[src/hdl/pmd_regs.svh]
// Purpose: offsets, masks, field positions and reset values of the disable bank
// Assumes: 32-bit apb data, registers in the low 16 bits of each word
// Notes: definitions only
`ifndef PMD_REGS_SVH
`define PMD_REGS_SVH

`define PMD_ADDR_W 12
`define PMD_DATA_W 32
`define PMD_REG_W 16
`define PMD_NUM_REGS 3

`define PMD_OFF_CMP_I2C 12'h000
`define PMD_OFF_REFCLK 12'h004
`define PMD_OFF_PWM 12'h008

`define PMD_IDX_CMP_I2C 2'h0
`define PMD_IDX_REFCLK 2'h1
`define PMD_IDX_PWM 2'h2
`define PMD_IDX_NONE 2'h3

`define PMD_MASK_CMP_I2C 16'h0402
`define PMD_MASK_REFCLK 16'h0008
`define PMD_MASK_PWM 16'h1f00
`define PMD_MASK_NONE 16'h0000

`define PMD_RESET_VALUE 16'h0000

`define PMD_BIT_CMP 10
`define PMD_BIT_I2C2 1
`define PMD_BIT_REFCLK 3
`define PMD_BIT_PWM1 8
`define PMD_BIT_PWM2 9
`define PMD_BIT_PWM3 10
`define PMD_BIT_PWM4 11
`define PMD_BIT_PWM5 12

`endif

[src/hdl/pmd_pkg.sv]
// Purpose: shared types of the peripheral disable bank
// Assumes: constants come from pmd_regs.svh
// Notes: no process here
`include "pmd_regs.svh"
package pmd_pkg;
	typedef struct packed {
		logic [`PMD_ADDR_W-1:0] addr;
		logic write;
		logic [`PMD_DATA_W-1:0] wdata;
		logic [3:0] strb;
	} pmd_apb_req_t;

	typedef logic [1:0] pmd_idx_t;
endpackage

[src/hdl/pmd_ctrl_word.sv]
// Purpose: one 16-bit disable control word with byte lanes
// Assumes: wr_en is a one-cycle pulse on the completing apb edge
// Notes: bits outside MASK never store, so they always read zero
`timescale 1ns/1ps
`include "pmd_regs.svh"
module pmd_ctrl_word #(
	parameter logic [`PMD_REG_W-1:0] MASK = `PMD_MASK_NONE
) (
	input wire logic pclk,
	input wire logic presetn,
	input wire logic wr_en,
	input wire logic [`PMD_REG_W-1:0] wdata,
	input wire logic [1:0] be,
	output logic [`PMD_REG_W-1:0] q_r
);
	logic [`PMD_REG_W-1:0] lane_mask;
	logic [`PMD_REG_W-1:0] q_nxt;

	always_comb begin
		lane_mask = {{8{be[1]}}, {8{be[0]}}} & MASK;
		q_nxt = (q_r & ~lane_mask) | (wdata & lane_mask);
	end

	always_ff @(posedge pclk or negedge presetn) begin
		if (!presetn) begin
			q_r <= `PMD_RESET_VALUE;
		end else if (wr_en) begin
			q_r <= q_nxt;
		end
	end
endmodule

[src/hdl/pmd_top.sv]
// Purpose: apb slave holding the peripheral module disable controls
// Assumes: one clock pclk, asynchronous active-low presetn
// Notes: one wait-free access cycle; unmapped addresses answer pslverr
//
// Contract
// RULE1 - reference clock bit 3 set disables it
// RULE2 - reference clock bit 3 clear keeps enabled
// RULE3 - pwm bits 12..8 disable generators 5..1
// RULE4 - unimplemented bits read zero, ignore writes
// RULE5 - bit 10 comparator off, bit 1 i2c2
//
// The address map and the APB slave port were decided locally.
`timescale 1ns/1ps
`include "pmd_regs.svh"
module pmd_top (
	input wire logic pclk,
	input wire logic presetn,
	input wire logic psel,
	input wire logic penable,
	input wire logic pwrite,
	input wire logic [`PMD_ADDR_W-1:0] paddr,
	input wire logic [`PMD_DATA_W-1:0] pwdata,
	input wire logic [3:0] pstrb,
	output logic pready,
	output logic [`PMD_DATA_W-1:0] prdata,
	output logic pslverr,
	output logic comparator_off,
	output logic second_i2c_off,
	output logic ref_clock_out_off,
	output logic pwm_gen1_off,
	output logic pwm_gen2_off,
	output logic pwm_gen3_off,
	output logic pwm_gen4_off,
	output logic pwm_gen5_off
);
	////////////////////////////////////////////////////////////////////////////////
	// decode

	function automatic pmd_pkg::pmd_idx_t pmd_decode(input logic [`PMD_ADDR_W-1:0] a);
		case (a)
			`PMD_OFF_CMP_I2C: pmd_decode = `PMD_IDX_CMP_I2C;
			`PMD_OFF_REFCLK: pmd_decode = `PMD_IDX_REFCLK;
			`PMD_OFF_PWM: pmd_decode = `PMD_IDX_PWM;
			default: pmd_decode = `PMD_IDX_NONE;
		endcase
	endfunction

	function automatic logic [`PMD_REG_W-1:0] pmd_mask(input pmd_pkg::pmd_idx_t i);
		case (i)
			`PMD_IDX_CMP_I2C: pmd_mask = `PMD_MASK_CMP_I2C;
			`PMD_IDX_REFCLK: pmd_mask = `PMD_MASK_REFCLK;
			`PMD_IDX_PWM: pmd_mask = `PMD_MASK_PWM;
			default: pmd_mask = `PMD_MASK_NONE;
		endcase
	endfunction

	pmd_pkg::pmd_apb_req_t req;
	pmd_pkg::pmd_idx_t req_idx;
	logic setup_phase;
	logic access_done;
	logic pready_r;
	logic [`PMD_DATA_W-1:0] prdata_r;
	logic pslverr_r;
	logic [`PMD_REG_W-1:0] word_q [`PMD_NUM_REGS];
	logic [`PMD_DATA_W-1:0] rd_nxt;

	always_comb begin
		req.addr = paddr;
		req.write = pwrite;
		req.wdata = pwdata;
		req.strb = pstrb;
		req_idx = pmd_decode(req.addr);
		setup_phase = psel && !penable;
		access_done = psel && penable && pready_r;
	end

	////////////////////////////////////////////////////////////////////////////////
	// control words

	localparam logic [`PMD_REG_W-1:0] WORD_MASK [`PMD_NUM_REGS] = '{
		`PMD_MASK_CMP_I2C, `PMD_MASK_REFCLK, `PMD_MASK_PWM
	};

	genvar gi;
	generate
		for (gi = 0; gi < `PMD_NUM_REGS; gi++) begin : g_word
			logic wr_hit;
			assign wr_hit = access_done && req.write && (req_idx == 2'(gi));
			// mask stops unimplemented positions from storing
			pmd_ctrl_word #(
				.MASK(WORD_MASK[gi])
			) u_word (
				.pclk(pclk),
				.presetn(presetn),
				.wr_en(wr_hit),
				.wdata(req.wdata[`PMD_REG_W-1:0]),
				.be(req.strb[1:0]),
				.q_r(word_q[gi])
			); // RULE4
		end
	endgenerate

	////////////////////////////////////////////////////////////////////////////////
	// apb answer

	always_comb begin
		rd_nxt = '0;
		if (req_idx != `PMD_IDX_NONE) begin
			rd_nxt = {{(`PMD_DATA_W-`PMD_REG_W){1'b0}}, word_q[req_idx] & pmd_mask(req_idx)}; // RULE4
		end
	end

	// answer is prepared in setup so every output stays a flop
	always_ff @(posedge pclk or negedge presetn) begin
		if (!presetn) begin
			pready_r <= 1'b0;
		end else begin
			pready_r <= setup_phase;
		end
	end

	// limitation: a setup abandoned before its access phase leaves the answer standing
	always_ff @(posedge pclk or negedge presetn) begin
		if (!presetn) begin
			prdata_r <= '0;
			pslverr_r <= 1'b0;
		end else if (setup_phase) begin
			prdata_r <= req.write ? '0 : rd_nxt;
			pslverr_r <= (req_idx == `PMD_IDX_NONE);
		end else if (access_done) begin
			prdata_r <= '0;
			pslverr_r <= 1'b0;
		end
	end

	assign pready = pready_r;
	assign prdata = prdata_r;
	assign pslverr = pslverr_r;

	////////////////////////////////////////////////////////////////////////////////
	// disable outputs, each a stored bit

	assign comparator_off = word_q[`PMD_IDX_CMP_I2C][`PMD_BIT_CMP]; // RULE5
	assign second_i2c_off = word_q[`PMD_IDX_CMP_I2C][`PMD_BIT_I2C2]; // RULE5
	assign ref_clock_out_off = word_q[`PMD_IDX_REFCLK][`PMD_BIT_REFCLK]; // RULE1 RULE2
	assign pwm_gen1_off = word_q[`PMD_IDX_PWM][`PMD_BIT_PWM1]; // RULE3
	assign pwm_gen2_off = word_q[`PMD_IDX_PWM][`PMD_BIT_PWM2]; // RULE3
	assign pwm_gen3_off = word_q[`PMD_IDX_PWM][`PMD_BIT_PWM3]; // RULE3
	assign pwm_gen4_off = word_q[`PMD_IDX_PWM][`PMD_BIT_PWM4]; // RULE3
	assign pwm_gen5_off = word_q[`PMD_IDX_PWM][`PMD_BIT_PWM5]; // RULE3

	logic wr_ref;
	logic wr_pwm;
	logic wr_cmp;
	logic [4:0] pwm_vec;
	logic [`PMD_NUM_REGS*`PMD_REG_W-1:0] all_words;
	assign wr_ref = access_done && req.write && req_idx == `PMD_IDX_REFCLK && req.strb[0];
	assign wr_pwm = access_done && req.write && req_idx == `PMD_IDX_PWM && req.strb[1];
	assign wr_cmp = access_done && req.write && req_idx == `PMD_IDX_CMP_I2C;
	assign pwm_vec = {pwm_gen5_off, pwm_gen4_off, pwm_gen3_off, pwm_gen2_off, pwm_gen1_off};
	assign all_words = {word_q[`PMD_IDX_PWM], word_q[`PMD_IDX_REFCLK], word_q[`PMD_IDX_CMP_I2C]};
endmodule
[config.mk]
export PLATFORM = sky130hd
export DESIGN_NAME = pmd_top
export DESIGN_NICKNAME = d
export VERILOG_FILES = /design/src/hdl/pmd_pkg.sv /design/src/hdl/pmd_ctrl_word.sv /design/src/hdl/pmd_top.sv
export VERILOG_INCLUDE_DIRS = /design/src /design/src/hdl
export SDC_FILE = /design/constraint.sdc
export NUM_CORES = 1
export LEC_CHECK = 0
export BUFFER_PORTS_ARGS = -buffer_cell sky130_fd_sc_hd__buf_2
export CAP_MARGIN = 20
export CORE_ASPECT_RATIO = 1.5
export CORE_MARGIN = 4
export CORE_UTILIZATION = 38
export CTS_CLUSTER_SIZE = 8
export DETAILED_ROUTE_END_ITERATION = 12
export GPL_TIMING_DRIVEN = 0
export PLACE_DENSITY_LB_ADDON = 0.1
export SYNTH_ARGS = -nofsm -noshare
export SYNTH_HDL_FRONTEND = slang
export SYNTH_SLANG_ARGS = --single-unit
[constraint.sdc]
create_clock -name pclk -period 3.48 [get_ports pclk]
set_input_delay 0.174 -clock pclk [delete_from_list [all_inputs] [get_ports pclk]]
set_output_delay 0.174 -clock pclk [all_outputs]
set_load 0.02 [all_outputs]
# After elaboration in Yosys (flattened, before gate mapping)

Cells that the tools add are included.

Logic and storage cells: 50
Input port bits: 53
Bits in registers: 82
Output and inout port bits: 42

Eq/ne operators: 6
Bitwise operators: 14
Reduce and logical (&&, ||, !) cells: 11
Multiplexer cells: 12
Magnitude comparators: 1

Operators with widths:

| operator              | count |
|---|---|
| $mux W32              | 3 |
| $and A16 B16 Y16      | 4 |
| $mux W16              | 4 |
| $or A16 B16 Y16       | 3 |
| $pmux W13 S3          | 1 |
| $bmux W16 S2          | 1 |
| $and A16 B11 Y16      | 1 |
| $and A16 B13 Y16      | 1 |
| $and A16 B4 Y16       | 1 |
| $not A11 Y16          | 1 |
| $not A13 Y16          | 1 |
| $not A4 Y16           | 1 |
| $eq A12 B3 Y1 const B | 1 |
| $eq A12 B4 Y1 const B | 1 |
| $logic_not A12 Y1     | 1 |
| $logic_and A1 B1 Y1   | 7 |
| $pmux W2 S3           | 1 |
| $eq A2 B2 Y1 const B  | 2 |
| $ge A3 B3 Y1 const B  | 1 |
| $not A2 Y3            | 1 |
| $eq A2 B1 Y1 const B  | 1 |
| $logic_not A2 Y1      | 1 |
| $mux W1               | 2 |
| $ne A2 B2 Y1 const B  | 1 |
| other kinds (2)       | 2 |

# Depth between registers and ports, before layout

Gate-level depths: netlist of the first run.

Word-level depth: 10
Mapped depth: 5
Gate-level depth less buffers: 4

# Hierarchy

A second synthesis of the first run with hierarchy kept.

Cell total of the unflattened synthesis: 135
Area, all modules: 1293.7 um^2

By module, submodules not included:

| module                            | area an instance (um^2) | times used | sequential area each (um^2) | cells an instance |
|---|---|---|---|---|
| pmd_top                           | 663.1                   | 1          | 225.2                       | 72 |
| pmd_ctrl_word at g_word[2].u_word | 274.0                   | 1          | 125.1                       | 23 |
| pmd_ctrl_word at g_word[0].u_word | 196.4                   | 1          | 50.0                        | 21 |
| pmd_ctrl_word at g_word[1].u_word | 160.2                   | 1          | 25.0                        | 19 |

# Worst setup path before layout of the first run

Ideal clock, no wire load.

Kind: input port to flip-flop
From: input paddr[1]
To: register (tool-made name)
Library setup time: 0.125 ns
Required time: 3.355 ns
Arrival: 1.632 ns
Stages: 5
Buffers on the path: 1
Setup slack: 1.723 ns
Cells stage by stage: or4_4 nor4_4 and3_1 buf_6 mux2_4

RTL lines:

| element     | RTL line      | source |
|---|---|---|
| from (decl) | pmd_top.sv:21 | `` input wire logic [`PMD_ADDR_W-1:0] paddr, `` |

==> results of run 1 <==
synth_stat cells:
library cell / n
buf_4: 25
dfrtp_1: 17
a22o_1: 5
mux2_4: 5
mux2_2: 4
nand2_1: 4
inv_1: 3
nor2_1: 2
or4_4: 2
a21o_1: 1
a21oi_1: 1
a32o_1: 1
and3_1: 1
and3_2: 1
and4b_1: 1
buf_6: 1
conb_1: 1
nand2b_1: 1
nand3_1: 1
nand3b_1: 1
nand4_1: 1
nand4b_1: 1
nor3_1: 1
nor3b_1: 1
nor4_4: 1
o21ai_1: 1
or2_2: 1
layout make-up:
type / instances / area, sq um
Fill cell: 236 / 1106
Multi-Input combinational cell: 63 / 427.9
Sequential cell: 17 / 425.4
Timing Repair Buffer: 43 / 220.2
Buffer: 26 / 198.9
Tap cell: 24 / 30.03
Clock buffer: 3 / 22.52
Inverter: 3 / 11.26
Clock inverter: 1 / 7.507
cell families (layout without fill, tap and decap cells):
family                 count (synthesis)  count (layout)
other                                  1              25
AOI/OAI and AO/OA                      9               9
and+or+nand+nor                       20              20
buffers and inverters                 29              76
muxes                                  9               9
DFF                                   17              17
report_power, final:
| part | internal [mW] | leakage, nW | switching [mW] |
|---|---|---|---|
| combinational | 0.0350 | 0.571 | 0.0465 |
| sequential | 0.199 | 0.234 | 0.00101 |
| clock | 0.0437 | 0.0139 | 0.0658 |
routing by layer:
layer / routed length (um) / vias to the layer above / share of wire [%] / global-route usage (%)
met4: 30 / 0 / 1.4 / 6.646
met1: 778 / 350 / 37 / 14.63
met2: 1058 / 39 / 50 / 21.94
met5: 0 / - / 0 / 0
li1: - / 385 / - / -
met3: 252 / 4 / 12 / 3.838
how the worst max path moves through the flow:
stage / start / cells past startpoint / end
final: paddr[1] / 6 / flip-flop
after global routing: paddr[1] / 6 / flip-flop
after CTS: paddr[1] / 6 / flip-flop
after detailed placement: paddr[1] / 6 / flip-flop
after global placement: paddr[1] / 6 / flip-flop
after floorplan: paddr[1] / 5 / flip-flop
==> flow_summary.ini, run 1 <==
[cts]
root_buffer = clkbuf_4
htreeDepth = 1
clkTransAtPathRegs_ps = 110
cts_buffers = 3
clk_latency_ps = 300
cts_sinks = 17
ctsHoldBuffers = 1
cts_resized = 0
postCtsSetupBuffers = 0
cts_tree = done
cts.path.max_buffers = 2

[critical_path]
rr_worst_depth = 5
max_stage_delay_ps = 540
cp_top_family = simple AND/OR/NAND/NOR gates
critPathBufInv = 2
path_max_fanout = 6
crit_chain = buf_2 > or4_4 > nor4_4 > and3_1 > buf_6 > mux2_4
crit_required_ps = 3670
startpoint_type = primary input
timing.rr.start = pready$_DFF_PN0_
arrival_ps = 1860
critical_path_class = primary input to flip-flop
slowest_stage = or4_4
worstSetupEndpointType = flip-flop
timing.reg2reg.setup_slack_ps = 2090

[detailed_routing]
wl_per_cell_um = 11.78
num_vias = 778
drt_wl_total_mm = 2.120
dr.pass1.iters = 4
drtIter0Drc = 15
vias_per_cell = 4.322
drc = 0
ant_nets = 0

[worst_hold_path]
hold_depth = 2
hold_start = pwdata[11]
hold_path.class = primary input to flip-flop

[logic_synthesis]
yosys.area.top_type_share_pct = 43.70
synth_seq_area_share_pct = 43.70
synth_area_sq_um = 973.4
yosys_warnings = 0
synth_adder_area_share_pct = 0
synth-simple-area-share_pct = 14.65
synth_top_family_by_area = buffers and inverters
synth_compound_area_share_pct = 7.326
yosysUniqueCellTypes = 27
yosys.area.top_type = dfrtp_1
netlist_instances = 85
synthMuxAreaShare_pct = 12.34
avgSynthCellArea_sq_um = 11.45
synthTopCellsByArea = dfrtp_1 (44%), buf_4 (19%), mux2_4 (7.7%)
synth_seq_cells = 17
synth-xor-area-share_pct = 0

[cells_and_area]
layout_commonest_cell = buf_2
layout_common_cells = buf_2 (42), buf_4 (25), conb_1 (25)
stdcell_area_sq_um = 1344
layout.nets = 210
layout-drive-gt1-share_pct = 55.13
area_growth_pct = 38.05
utilization_pct = 54.85
final_cells = 180
num_antenna_cells = 0

[global_routing]
globalRouteTotalUtil_pct = 13.05
first_global_vias = 773
grt_pass1_wl_mm = 3.532
antenna_found_initial = 0
grt_max_degree = 18
grt_remaining_overflow = 0

[timing]
final.period_utilization_pct = 47.95
min_period_ps = 1669
timing.fmax_ghz = 0.5992
hold_ws_ps = 96.30
slew-limit-headroom_pct = 56.61
timing.final.ws_setup_ps = 1811
tightestPinTransition_ps = 646.6
report.final.slew_viol_count = 0
setup_viol = 0
tns_ps = 0
rsz0062_at_grt = no
skew_ps = 10.36
final-hold-violation-count = 0

[floorplan]
die_area_sq_um = 3452
coreArea_sq_um = 2450
die_h_um = 69.99
die_w_um = 49.33
ios = 95
start_util_pct = 39.73
num_rows = 22

[place]
dp.cells = 175
gp_congestion = 0.6810
port_buffers = 42
place_area_sq_um = 1304
dp_worst_setup_slack_ps = 1496
dp_hpwl_mm = 1.753

[run]
max_cap_violations = 0

[power_and_ir_drop]
cellLeakagePower_nw = 0.8191
power.total_uw = 391.3
ir_drop_mv = 0.2126
powerDensity_nw_per_um2 = 291.2

[run_status]
outcome = finished, final reports clean
No activity file was read; power rests on OpenSTA's default activity.
==> run 2: changes to the inputs <==
Settings changed: ABC_AREA from default to 1, CORE_UTILIZATION 38 to 39.
Clock period 3.48 ns to 1.7 ns, I/O delays scaled along.
==> run 2 against run 1 <==
Net effect:
- sequential power increased by 110%
- clock skew decreased by 9.1 ps
- final area increased by 19%
- count of clock-buffer cells in the layout unchanged
- power increased by 130%
- highest routed layer unchanged
==> flow_summary.ini, run 2 <==
[detailed_routing]
drt_wl_total_mm = 2.690
vias_per_cell = 4.112
drtIter0Drc = 10
dr.pass1.iters = 2
num_vias = 1069
drc = 0
wl_per_cell_um = 10.35
ant_nets = 0

[cts]
htreeDepth = 1
ctsHoldBuffers = 1
cts_buffers = 3
cts_resized = 0
cts_tree = done
clkTransAtPathRegs_ps = 70
cts_sinks = 17
cts.path.max_buffers = 2
postCtsSetupBuffers = 0
root_buffer = clkbuf_8
clk_latency_ps = 250

[floorplan]
ios = 95
die_w_um = 53.31
start_util_pct = 40.82
coreArea_sq_um = 2943
die_area_sq_um = 4050
die_h_um = 75.97
num_rows = 24

[timing]
final-hold-violation-count = 0
timing.final.ws_setup_ps = 606.8
setup_viol = 0
tns_ps = 0
skew_ps = 1.314
timing.fmax_ghz = 0.9147
min_period_ps = 1093
final.period_utilization_pct = 64.31
report.final.slew_viol_count = 0
rsz0062_at_grt = no

[power_and_ir_drop]
internal-power_uw = 650.2
p_sw_share_pct = 29.11
p_sw_uw = 267.0
cellLeakagePower_nw = 0.9919
pwr-share-seq_pct = 44.8
powerDensity_nw_per_um2 = 572.7
comb_power_share_pct = 22.5
ir_drop_mv = 0.5170
p_clk_share_pct = 32.8

[run_status]
outcome = finished, final reports clean

[global_routing]
grt_pass1_wl_mm = 4.567
globalRouteTotalUtil_pct = 14.45
grt_max_degree = 18
grt_remaining_overflow = 0
antenna_found_initial = 0
first_global_vias = 1082

[cells_and_area]
num_antenna_cells = 0
layout_common_cells = nand2_1 (42), buf_2 (41), buf_4 (25), conb_1 (25), dfrtp_1 (17)
fillers = 336
seqCellArea_sq_um = 425.4
layout_commonest_cell = nand2_1
stdcell_area_sq_um = 1602
layout-drive-gt1-share_pct = 45.25
final_cells = 260
layout.nets = 275
multi_input_area_sq_um = 594.3
area_growth_pct = 33.33

[critical_path]
startpoint_type = flip-flop
timing.reg2reg.setup_slack_ps = 610
worstSetupEndpointType = flip-flop
path_max_fanout = 10
arrival_ps = 1280
critical_path_class = flip-flop to flip-flop
crit_required_ps = 1890

[place]
dp_worst_setup_slack_ps = 608.0
gp_congestion = 0.7546
port_buffers = 41
dp_hpwl_mm = 2.258
dp.cells = 255
place_area_sq_um = 1545

[logic_synthesis]
synth_area_sq_um = 1201
synthTopCellsByArea = dfrtp_1 (35%), buf_4 (16%), nand2_1 (13%)
synth_edf_count = 0
synth_seq_area_share_pct = 35.42
yosysUniqueCellTypes = 20
yosys_warnings = 0
ys_top_cells_by_count = nand2_1 (42), buf_4 (25), dfrtp_1 (17)
yosys.area.top_type = dfrtp_1
avgSynthCellArea_sq_um = 7.955
synth_seq_cells = 17
synth.most_common_cell = nand2_1
netlist_instances = 151
synthArstFlopShare_pct = 100.0
synth-main-ff-cell = dfrtp_1
yosys.area.top_type_share_pct = 35.42

[worst_hold_path]
hold_path.class = primary input to flip-flop

[run]
max_cap_violations = 0
[run 2: cell count changes after synthesis, moves of 5 or more]
cell / before / now
nor2_1: 2 / 7
nand2_1: 4 / 42
nor2_2: 0 / 5
a22o_1: 5 / 0
nand4_1: 1 / 12
inv_1: 3 / 8
inv_2: 0 / 7
mux2_4: 5 / 0
[run 2: critical path, cell delays in order (launching register included)]
cell and delay, ps:
dfrtp_1 360, nand3_2 120, nor2_4 130, buf_6 150, nand3_2 80, nor2_1 100
nand2_1 50, nand2_1 50
[run 2: final timing paths]
| path | start | to | cells after the start |
|---|---|---|---|
| min in group asynchronous | presetn | async pin | 2 |
| worst min-delay path | penable | pready$_DFF_PN0_ | 2 |
| worst max-delay path | pready$_DFF_PN0_ | flip-flop | 7 |
| worst min register to register | prdata[3]$_DFFE_PN0P_ | prdata[3]$_DFFE_PN0P_ | 2 |
| max in group asynchronous | presetn | prdata[12]$_DFFE_PN0P_ | 2 |
| worst max register to register | pready$_DFF_PN0_ | flip-flop | 7 |
[run 2: cell families after synthesis]
family / Yosys count / share of synthesized area [%]
other: 1 / 0.3122
buffers and inverters: 43 / 22.60
AND/OR/NAND/NOR: 85 / 39.58
AO/OA/AOI/OAI: 5 / 2.083
flip-flops: 17 / 35.42
[run 2: power groups by stage]
stage / clock network, mW / registers [mW] / logic [mW]
after global placement: 0 / 0.418 / 0.200
after floorplan: 0 / 0.424 / 0.142
after detailed placement: 0 / 0.419 / 0.202
after CTS: 0.309 / 0.411 / 0.204
after global routing: 0.330 / 0.411 / 0.226
final: 0.301 / 0.411 / 0.206
[run 2: metrics by stage]
step	hold WS, ps	total power, mW	util (%)
floorplan	-210.6	0.5658	-
global placement	26.35	0.6180	52.51
detailed placement	28.04	0.6209	52.51
CTS	28.89	0.9245	54.42
global route	30.22	0.9671	54.42
finish	30.00	0.9173	54.42
[run 2: area by class of cell]
| type | count | area share [%] |
|---|---|---|
| Clock inverter | 1 | 0.3125 |
| Tap cell | 39 | 3.047 |
| Clock buffer | 3 | 2.578 |
| Inverter | 16 | 4.062 |
| Sequential cell | 17 | 26.56 |
| Multi-Input combinational cell | 115 | 37.11 |
| Timing Repair Buffer | 42 | 13.44 |
| Buffer | 27 | 12.89 |
[run 2: per-layer routing]
metal,GRT usage (%),wire length (um)
met5,0,0
met4,5.371,40
met3,1.761,164
met2,27.03,1472
met1,15.37,1012
==> run 3: changes to the inputs <==
Clock period 1.7 ns to 1.1 ns, I/O delays scaled along.
==> run 3 against run 2 <==
Net effect:
- worst hold slack lost 20 ps
- power grew 54%
- critical path depth is the same
- setup slack lost 580 ps
- sequential power grew 55%
- clock power grew 50%
- count of clock-buffer cells in the layout is the same
- die area is the same
- first-iteration DRC count grew 20%
- largest cell class unchanged
==> flow_summary.ini, run 3 (synthesis gave the netlist of run 2 again) <==
[worst_hold_path]
hold_path.class = primary input to flip-flop
hold_start = pwdata[1]
hold_depth = 3

[timing]
timing.fmax_ghz = 0.9334
report.final.slew_viol_count = 0
rsz0062_at_grt = yes
final.period_utilization_pct = 97.39
min_period_ps = 1071
setup_viol = 0
skew_ps = 4.659
final-hold-violation-count = 0

[cells_and_area]
final_cells = 263
layout_commonest_cell = nand2_1
layout.nets = 278
layout_common_cells = nand2_1 (42), buf_2 (41), buf_4 (27)
stdcell_area_sq_um = 1643
fillers = 300
multi_input_area_sq_um = 609.3
layout-drive-gt1-share_pct = 45.98
num_antenna_cells = 0
area_growth_pct = 36.77
seqCellArea_sq_um = 426.7

[power_and_ir_drop]
power.total_mw = 1.411
p_clk_share_pct = 31.9
powerDensity_nw_per_um2 = 858.7
ir_drop_mv = 0.4915
p_sw_uw = 401.8
p_sw_share_pct = 28.48
internal-power_mw = 1.009
pwr-share-seq_pct = 45.1
comb_power_share_pct = 23.0
cellLeakagePower_nw = 1.007

[cts]
cts_tree = done
clk_latency_ps = 240
htreeDepth = 1
cts_sinks = 17
clkTransAtPathRegs_ps = 70
cts.path.max_buffers = 2
cts_buffers = 3
root_buffer = clkbuf_8

[global_routing]
globalRouteTotalUtil_pct = 13.66
grt_max_degree = 18
first_global_vias = 1012
grt_remaining_overflow = 0
antenna_found_initial = 0
grt_pass1_wl_mm = 4.360

[floorplan]
start_util_pct = 40.82
coreArea_sq_um = 2943
die_w_um = 53.31
ios = 95
die_h_um = 75.97
num_rows = 24
die_area_sq_um = 4050

[detailed_routing]
vias_per_cell = 4.114
drt_wl_total_mm = 2.674
wl_per_cell_um = 10.17
dr.pass1.iters = 4
drtIter0Drc = 12
ant_nets = 0
num_vias = 1082
drc = 0

[place]
place_area_sq_um = 1546
port_buffers = 41
dp_hpwl_mm = 2.249
dp.cells = 255
gp_congestion = 0.7518

[critical_path]
cp_top_family = simple AND/OR/NAND/NOR gates
worstSetupEndpointType = flip-flop
crit_chain = nand3_4 > nor2_4 > buf_6 > nand3_4 > nor2_1 > nand2_1 > nand2_1
crit_cells = 7
max_stage_delay_ps = 380
critPathBufInv = 1
startpoint_type = flip-flop
timing.rr.start = pready$_DFF_PN0_
rr_worst_depth = 7
arrival_ps = 1260
timing.reg2reg.setup_slack_ps = 30
critical_path_class = flip-flop to flip-flop
crit_required_ps = 1290
path_max_fanout = 8
slowest_stage = dfrtp_2

[run]
max_cap_violations = 0

[run_status]
outcome = finished, final reports clean
[run 3: repair_timing]
item                                   4_1_cts  5_1_grt
hold buffers                                 2        0
endpoints found under the hold margin       18        0
setup endpoints to repair                    0        7
setup buffers                                0        2
gates resized for setup                      0        2
[run 3: tightest hold or removal path, delay by kind of cell]
family	cells	cell delay, ps
AND/OR/NAND/NOR	2	90
buffers and inverters	1	80
[run 3: cell type report]
type | instances | share of cell area (%)
Multi-Input combinational cell | 115 | 37.09
Tap cell | 39 | 2.970
Clock buffer | 3 | 2.513
Buffer | 27 | 12.57
Clock inverter | 1 | 0.3046
Timing Repair Buffer | 45 | 14.62
Sequential cell | 17 | 25.97
Inverter | 16 | 3.960
[run 3: metrics by stage]
stage / worst slack (ps) / hold WS, ps / setup TNS [ps] / util [%]
after floorplan: 33.66 / -240.6 / 0 / -
after global placement: 47.19 / -4.690 / 0 / 52.55
after detailed placement: 27.14 / 3.300 / 0 / 52.55
after CTS: 1.959 / 4.204 / 0 / 54.80
after global routing: -37.70 / 22.12 / -145.2 / 55.82
final: 28.68 / 9.669 / 0 / 55.82
[run 3: how the worst max path moves through the flow]
stage	from	end
finish	pready$_DFF_PN0_	flip-flop
floorplan	pready$_DFF_PN0_	flip-flop
detailed placement	pready$_DFF_PN0_	flip-flop
CTS	pready$_DFF_PN0_	flip-flop
global placement	pready$_DFF_PN0_	flip-flop
global route	pready$_DFF_PN0_	flip-flop
[run 3: metal layers]
layer  routed length (um)  vias to the layer above  part of all wire (%)  track usage [%]
li1                     -                      569                     -                -
met1                  935                      475                    35            14.57
met2                 1515                       36                    57            26.29
met3                  205                        2                   7.7            1.957
met4                   17                        0                  0.64            3.069
met5                    0                        -                     0                0
[run 3: power by group through the flow]
stage                     registers, mW  clock network, mW  logic, mW
after floorplan                   0.655                  0      0.219
after global placement            0.646                  0      0.309
after detailed placement          0.647                  0      0.312
after CTS                         0.635              0.466      0.319
after global routing              0.636              0.500      0.357
final                             0.636              0.450      0.325
